[src/crs_pkg.sv]
package crs_pkg;

  // clock rate in kHz (10 MHz system clock)
  localparam int unsigned CLK_KHZ            = 10000;
  // glitch filter on the power-good warning, in ns
  localparam int unsigned PG_GLITCH_NS       = 150;
  // cycles a new level must hold before it is believed (150 ns at 10 MHz -> 1, plus one)
  localparam int unsigned PG_FILTER_CYCLES   = (PG_GLITCH_NS * CLK_KHZ) / 1000000 + 1;
  // park operation length in us (host guarantees clock and reset for this time)
  localparam int unsigned PARK_TIME_US       = 500;
  // longest time rounds down
  localparam int unsigned PARK_CYCLES        = (PARK_TIME_US * CLK_KHZ) / 1000;
  // reset release synchroniser depth
  localparam int unsigned RST_SYNC_STAGES    = 2;
  // default words of self-configuration loaded from flash
  localparam int unsigned CFG_WORDS_DEFAULT  = 16;
  // serial flash read command
  localparam logic [7:0]  FLASH_READ_CMD     = 8'h03;
  // value of the initialization flag after reset release
  localparam logic        INIT_FLAG_BUSY     = 1'b1;

  // initialization / park sequencer states
  typedef enum logic [2:0] {
    CRS_ST_RESET,
    CRS_ST_PLL_WAIT,
    CRS_ST_FLASH_LOAD,
    CRS_ST_RUN,
    CRS_ST_PARKING,
    CRS_ST_PARKED
  } crs_state_type;

endpackage

[src/crs_glitch_filter.sv]
`timescale 1ns/100ps
// debounce for a slow-edged input: output follows only a level that held steady
module crs_glitch_filter #(
  parameter int unsigned STABLE_CYCLES = 2
) (
  input  wire logic clk_sys_i,
  input  wire logic reset_i,
  input  wire logic raw_i,
  output logic      filtered_o
);

  logic [7:0] count;   // cycles the raw level has differed from output
  logic       differ;  // raw level disagrees with filtered output
  logic       accept;  // the new level is trusted

  assign differ = raw_i != filtered_o;
  assign accept = differ && (count >= 8'(STABLE_CYCLES - 1));

  // count stable disagreement, reset on any agreement
  always_ff @(posedge clk_sys_i or posedge reset_i) begin
    if (reset_i) begin
      count      <= 8'h00;
      filtered_o <= 1'b1;
    end else begin
      count      <= (differ && !accept) ? count + 8'h01 : 8'h00;
      if (accept) begin
        filtered_o <= raw_i;
      end
    end
  end

endmodule

[src/crs_sequencer.sv]
`timescale 1ns/100ps
// Operation
// - in reset outputs inactive, bidirectionals input
// - listed enables and flash outputs float in reset
// - after reset: pll lock, then flash load
// - reset release activates all pins
// - init flag high while busy, low done
// - warning low triggers mirror park
// - warning input filtered against 150 ns glitches
// - configuration arrives over I2C
module crs_sequencer #(
  parameter int unsigned CFG_WORDS   = crs_pkg::CFG_WORDS_DEFAULT,
  parameter int unsigned PARK_CYCLES = crs_pkg::PARK_CYCLES
) (
  input  wire logic       clk_sys_i,
  input  wire logic       reset_i,            // async, active high (pin is low-active)
  input  wire logic       pll_lock_i,         // internal pll locked
  input  wire logic       power_good_i,       // early warning, low means supplies failing
  input  wire logic       flash_serial_in_i,  // serial flash data in
  input  wire logic       i2c_cfg_strobe_i,   // host configuration write over I2C
  input  wire logic [7:0] i2c_cfg_data_i,     // host configuration byte
  output logic            init_flag_o,        // high while auto-initialization runs
  output logic            mirror_power_enable_o,
  output logic            mirror_power_enable_oe_n_o,
  output logic            led_driver_enable_o,
  output logic            led_select_0_o,
  output logic            led_select_1_o,
  output logic            led_oe_n_o,         // shared enable of led outputs
  output logic            flash_serial_clock_o,
  output logic            flash_serial_out_o,
  output logic            flash_chip_select_o,
  output logic            flash_oe_n_o,       // shared enable of flash outputs
  output logic            parked_o,           // mirror array parked
  output logic [7:0]      cfg_word_o,         // last configuration byte accepted
  output logic            cfg_ready_o         // configuration may be accepted
);

  //////////////////////////////////////////////////////////////////////////////
  // reset release synchroniser

  logic [crs_pkg::RST_SYNC_STAGES-1:0] rst_sync;  // shift in ones after release
  logic                                run_rst;   // synchronised internal reset

  // assert at once, release on clock
  always_ff @(posedge clk_sys_i or posedge reset_i) begin
    if (reset_i) begin
      rst_sync <= '0;
    end else begin
      rst_sync <= {rst_sync[crs_pkg::RST_SYNC_STAGES-2:0], 1'b1};
    end
  end

  assign run_rst = !rst_sync[crs_pkg::RST_SYNC_STAGES-1];

  //////////////////////////////////////////////////////////////////////////////
  // power-good warning filter

  logic pg_filt; // filtered warning level

  crs_glitch_filter #(
    .STABLE_CYCLES (crs_pkg::PG_FILTER_CYCLES)
  ) u_pg_filter (
    .clk_sys_i  (clk_sys_i),
    .reset_i    (run_rst),
    .raw_i      (power_good_i),
    .filtered_o (pg_filt)
  );

  //////////////////////////////////////////////////////////////////////////////
  // sequencer state and counters

  crs_pkg::crs_state_type state;       // sequencer state
  crs_pkg::crs_state_type next_state;  // next sequencer state
  logic [15:0]            bit_cnt;     // flash bit counter
  logic [19:0]            park_cnt;    // park timer
  logic                   pg_fall;     // filtered warning dropped
  logic                   pg_prev;     // last filtered warning level
  logic                   load_done;   // every config bit shifted in
  logic                   park_done;   // park time elapsed
  logic                   sclk_phase;  // second half of a flash bit, serial clock set high at its end

  localparam logic [15:0] LOAD_BITS = 16'(8 + 24 + CFG_WORDS * 8); // cmd, addr, data

  assign pg_fall   = pg_prev && !pg_filt;
  assign load_done = bit_cnt == LOAD_BITS;
  assign park_done = park_cnt == 20'(PARK_CYCLES - 1);

  // next state: pll lock, then flash load, then run; park overrides
  always_comb begin
    next_state = state;
    case (state)
      crs_pkg::CRS_ST_RESET:      next_state = crs_pkg::CRS_ST_PLL_WAIT;
      crs_pkg::CRS_ST_PLL_WAIT: begin
        if (pll_lock_i) begin
          next_state = crs_pkg::CRS_ST_FLASH_LOAD;
        end
      end
      crs_pkg::CRS_ST_FLASH_LOAD: begin
        if (load_done) begin
          next_state = crs_pkg::CRS_ST_RUN;
        end
      end
      crs_pkg::CRS_ST_RUN:        next_state = state;
      crs_pkg::CRS_ST_PARKING: begin
        if (park_done) begin
          next_state = crs_pkg::CRS_ST_PARKED;
        end
      end
      crs_pkg::CRS_ST_PARKED:     next_state = state;
      default:                    next_state = crs_pkg::CRS_ST_RESET;
    endcase
    if (pg_fall && state != crs_pkg::CRS_ST_PARKING && state != crs_pkg::CRS_ST_PARKED) begin
      next_state = crs_pkg::CRS_ST_PARKING;
    end
  end

  // state register
  always_ff @(posedge clk_sys_i or posedge run_rst) begin
    if (run_rst) begin
      state   <= crs_pkg::CRS_ST_RESET;
      pg_prev <= 1'b1;
    end else begin
      state   <= next_state;
      pg_prev <= pg_filt;
    end
  end

  // flash bit and park counters
  always_ff @(posedge clk_sys_i or posedge run_rst) begin
    if (run_rst) begin
      sclk_phase <= 1'b0;
      bit_cnt    <= 16'h0000;
      park_cnt   <= 20'h00000;
    end else begin
      // one flash bit spans two cycles: serial clock low, then high
      sclk_phase <= (state == crs_pkg::CRS_ST_FLASH_LOAD && !load_done) ? !sclk_phase : 1'b0;
      bit_cnt    <= (state == crs_pkg::CRS_ST_FLASH_LOAD && !load_done && sclk_phase) ?
                    bit_cnt + 16'h0001 : bit_cnt;
      park_cnt   <= (state == crs_pkg::CRS_ST_PARKING) ? park_cnt + 20'h00001 : 20'h00000;
    end
  end

  //////////////////////////////////////////////////////////////////////////////
  // serial flash read: command, zero address, then configuration bits

  logic       loading;      // flash transfer active
  logic [7:0] cmd_bit_sel;  // command bit index
  logic       next_sdo;     // next serial data bit
  logic [7:0] cfg_shift;    // incoming configuration byte

  assign loading     = state == crs_pkg::CRS_ST_FLASH_LOAD && !load_done;
  assign cmd_bit_sel = 8'(7 - bit_cnt[2:0]);
  assign next_sdo    = (bit_cnt < 16'h0008) ? crs_pkg::FLASH_READ_CMD[cmd_bit_sel[2:0]] :
                       1'b0;

  // drive flash pins, shift in self-configuration data
  always_ff @(posedge clk_sys_i or posedge run_rst) begin
    if (run_rst) begin
      flash_serial_clock_o <= 1'b0;
      flash_serial_out_o   <= 1'b0;
      flash_chip_select_o  <= 1'b1;
      cfg_shift            <= 8'h00;
    end else begin
      flash_chip_select_o  <= !loading;
      flash_serial_out_o   <= loading ? next_sdo : 1'b0;
      // serial clock toggles at half rate so the flash sees one rising edge per bit
      flash_serial_clock_o <= loading && sclk_phase;
      // data bit taken as the serial clock rises, after the flash launched it on the fall
      if (loading && sclk_phase && bit_cnt >= 16'h0020) begin
        cfg_shift <= {cfg_shift[6:0], flash_serial_in_i};
      end
    end
  end

  //////////////////////////////////////////////////////////////////////////////
  // pins, flag and configuration port

  // tri-state enables off and outputs inactive in reset, active after
  always_ff @(posedge clk_sys_i or posedge run_rst) begin
    if (run_rst) begin
      mirror_power_enable_oe_n_o <= 1'b1;
      led_oe_n_o                 <= 1'b1;
      flash_oe_n_o               <= 1'b1;
      mirror_power_enable_o      <= 1'b0;
      led_driver_enable_o        <= 1'b0;
      led_select_0_o             <= 1'b0;
      led_select_1_o             <= 1'b0;
      init_flag_o                <= 1'b0;
      parked_o                   <= 1'b0;
    end else begin
      mirror_power_enable_oe_n_o <= 1'b0;
      led_oe_n_o                 <= 1'b0;
      flash_oe_n_o               <= 1'b0;
      mirror_power_enable_o      <= state != crs_pkg::CRS_ST_PARKED;
      led_driver_enable_o        <= state == crs_pkg::CRS_ST_RUN;
      led_select_0_o             <= cfg_word_o[0];
      led_select_1_o             <= cfg_word_o[1];
      init_flag_o                <= (state == crs_pkg::CRS_ST_RESET ||
                                     state == crs_pkg::CRS_ST_PLL_WAIT ||
                                     state == crs_pkg::CRS_ST_FLASH_LOAD) ?
                                    crs_pkg::INIT_FLAG_BUSY : 1'b0;
      parked_o                   <= state == crs_pkg::CRS_ST_PARKED;
    end
  end

  // configuration register: loaded from flash, then written by host
  always_ff @(posedge clk_sys_i or posedge run_rst) begin
    if (run_rst) begin
      cfg_word_o  <= 8'h00;
      cfg_ready_o <= 1'b0;
    end else begin
      // follows next state so ready stands exactly while strobes are taken
      cfg_ready_o <= next_state == crs_pkg::CRS_ST_RUN;
      if (state == crs_pkg::CRS_ST_FLASH_LOAD && load_done) begin
        cfg_word_o <= cfg_shift;
      end else if (i2c_cfg_strobe_i && state == crs_pkg::CRS_ST_RUN) begin
        cfg_word_o <= i2c_cfg_data_i;
      end
    end
  end

endmodule
[config.mk]
export PLATFORM = sky130hd
export DESIGN_NAME = crs_sequencer
export DESIGN_NICKNAME = d
export VERILOG_FILES = /design/src/crs_pkg.sv /design/src/crs_glitch_filter.sv /design/src/crs_sequencer.sv
export SDC_FILE = /design/constraint.sdc
export NUM_CORES = 1
export LEC_CHECK = 0
export BUFFER_PORTS_ARGS = -buffer_cell sky130_fd_sc_hd__buf_4
export CORE_AREA = 2 2 114 61
export DETAILED_ROUTE_END_ITERATION = 12
export DIE_AREA = 0 0 116 63
export PLACE_DENSITY_LB_ADDON = 0.15
export SLEW_MARGIN = 20
export SYNTH_ARGS = -nofsm -noshare
export SYNTH_HDL_FRONTEND = slang
export SYNTH_SLANG_ARGS = --single-unit
[constraint.sdc]
create_clock -name clk_sys_i -period 3.2 [get_ports clk_sys_i]
set_input_delay 0.32 -clock clk_sys_i [delete_from_list [all_inputs] [get_ports clk_sys_i]]
set_output_delay 0.32 -clock clk_sys_i [all_outputs]
set_load 0.02 [all_outputs]
==> flow_summary_export.csv <==
group,metric,value,unit
status,status,"finished clean",
clock_network,cts-htree-levels,3,
die,io_pins,35,
place,dp_hpwl,4.61,mm
power,power_density,538,mW/mm^2
sta,finalSetupViolCount,0,
run,drv_cap,0,
synth,synth_cell_type_count,46,
power,vdd_drop_max,0.285,mV
sta,skew,0.00511,ns
sta,worst_pin_slew,1.06,ns
layout,area.growth.synth_to_final,19.5,%
sta,drv_slew,0,
sta,final_hold_viol_count,0,
synth,yosys_warnings,0,
power,power,0.00224,W
critical_path,startpoint_type,"flop",
place,port_buffers,34,
routing,drt_wl_total,6.55,mm
routing,wire_per_inst,14.8,microns
clock_network,cts_made_buffers,9,
synth,synthTopCellsByArea,"dfrtp_1, xnor2_1, mux2_2, nor2_1, dfstp_2",
critical_path,crit_path_end_kind,"flop",
critical_path,crit_required,3.41,ns
sta,grt_setup_unrepaired,"false",
clock_network,cts_tree,"done",
critical_path,critPathMaxFanout,8,
global_routing,antenna_found_initial,0,
global_routing,grt_remaining_overflow,0,
clock_network,clockRootBuffer,"clkbuf_16",
layout,diodes,0,
synth,synth_edf_count,0,
clock_network,insertion_delay,0.33,ns
die,rows,21,
global_routing,gr-usage-all-layers,20.1,%
place,gp_congestion,0.816,
synth,synth_top_area_cell,"dfrtp_1",
global_routing,grt_pass1_wl,11.2,mm
routing,via_per_inst,5.38,
critical_path,cp.arrival,2.42,ns
sta,max_freq,451,MHz
routing,drtIter0Drc,226,
clock_network,clk_pin_slew,0.06,ns
layout,finalNetCount,365,
synth,synth_most_common_cell,"dfrtp_1",
die,fp.dieH,63,microns
global_routing,grt_pass1_vias,2234,
routing,ant_nets,0,
synth,syn_area,0.00349,sq mm
global_routing,grt_max_degree,78,
synth,synth_commonest_cells,"dfrtp_1, nor2_1, nand2_1",
power,leakage,1.96,nW
critical_path,critPathKind,"flop to flop",
die,die_w,116,microns
clock_network,clock_path_buffers,2,
layout,layout-drive-gt1-share,20.3,%
synth,netlist_instances,308,
synth,synth_top_area_share,53.8,%
synth,synthFlopType,"dfrtp_1",
clock_network,cts.sinks,79,
routing,vias,2377,
die,core_area,0.00636,sq mm
synth,syn_avg_cell_area,11.3,sq um
die,dieArea,0.00731,sq mm
sta,setup-tns-final,0,ns
sta,period_share,69.3,%
die,start_util,54.9,%
hold_path,min_path_type,"primary input to flop",
routing,first_pass_iters,7,
clock_network,cts_resized,0,
synth,synthArstFlopShare,100,%
synth,synth_seq_cells,79,
synth,ys_seq_area_share,56.8,%
routing,drc,0,
sta,fin_crit,2.22,ns
sta,slew-limit-headroom,28.8,%
-- what timing repair did --
action	CTS	global route
setup buffers	0	0
setup endpoints to repair	0	0
hold buffers	1	0
endpoints found under the hold margin	2	0
-- routing by layer --
layer	vias to the layer above	track usage (%)	wire, microns
met5	-	0	0
met4	0	7.14	85
met3	10	6.40	474
met2	84	24.6	2420
met1	1131	32.7	3570
li1	1152	-	-
-- flip-flops by register name, summed over array words and instances (netlist names) --
signal	count
flash_oe_n_o	1
parked_o	1
led_select_1_o	1
park_cnt	20
rst_sync	2
init_flag_o	1
led_driver_enable_o	1
flash_serial_clock_o	1
bit_cnt	16
mirror_power_enable_o	1
u_pg_filter.filtered_o	1
cfg_shift	8
pg_prev	1
cfg_ready_o	1
state	3
flash_serial_out_o	1
sclk_phase	1
flash_chip_select_o	1
u_pg_filter.count	8
led_select_0_o	1
cfg_word_o	8
-- layout make-up --
cell class / instances / area (sq um)
tap: 92 / 115
sequential: 79 / 1990
fill: 491 / 2190
clock buffer: 12 / 246
timing repair buffer: 35 / 265
multi-input combinational: 206 / 1410
inverter: 14 / 52.6
clock inverter: 4 / 95.1
-- worst max-delay path, cell delays in order, from the launching register on --
cell and delay [ns]:
dfrtp_1 0.40, inv_1 0.13, ha_1 0.16, nand4b_1 0.21, nor4b_1 0.61, a21oi_2 0.23, a221o_1 0.34
-- power breakdown --
| group | internal (W) | total [W] | switching, W |
|---|---|---|---|
| Clock | 0.000782 | 0.00116 | 0.000377 |
| Sequential | 0.00101 | 0.00104 | 0.0000257 |
| Combinational | 0.0000233 | 0.0000463 | 0.0000229 |
| Total | 0.00182 | 0.00224 | 0.000425 |
-- cells in the final DEF (no fill, tap or decap), drive strengths merged, types with 3 or more instances in the layout --
cell,netlist,final
a21oi,9,9
a221o,8,8
and2,3,3
and3,9,9
buf,5,34
bufinv,0,3
clkbuf,9,12
conb,2,7
dfrtp,75,75
dfstp,4,4
ha,6,6
inv,14,14
mux2,10,10
nand2,19,19
nand2b,3,3
nand3,10,10
nand4,11,11
nor2,29,29
nor3,7,7
nor4,10,10
nor4b,3,3
o21ai,5,5
or3,5,5
or4,5,5
xnor2,17,17
xor2,11,11
-- through the flow --
step                      cell area, sq um  util (%)  worst slack, ns  std cells  hold slack, ns
after CTS                             4170      65.5            0.979        442           0.222
final                                 4170      65.5            0.984        442           0.229
after global routing                  4170      65.5            0.685        442           0.224
after detailed placement              3820      60.0            0.996        425           0.196
after global placement                3820      60.0             1.12        425           0.189
after floorplan                       3510         -            0.844        313          0.0612
-- cell families (layout without fill, tap and decap cells) --
group,Yosys count,after routing,synth area share (%)
multiplexers,11,11,3.52
other,2,7,0.215
XOR/XNOR,28,28,7.03
adder cells (fa/ha/maj),6,6,2.15
buffers and inverters,28,65,3.37
AO/OA/AOI/OAI,31,31,6.56
flip-flops,79,79,56.8
AND/OR/NAND/NOR,123,123,20.3
-- final timing paths --
check	from	to	slack, ns	depth (start not counted)
max	bit_cnt[0]	cfg_word_o[5]	0.98	6
min reg2reg	rst_sync[0]	rst_sync[1]	0.37	0
min	flash_serial_in_i	cfg_shift[0]	0.23	2
max reg2reg	bit_cnt[0]	cfg_word_o[5]	0.98	6
max in group asynchronous	rst_sync[1]	u_pg_filter.count[3]	2.11	0
min in group asynchronous	reset_i	rst_sync[0]	0.41	3
(Power assumes the default switching activity.)
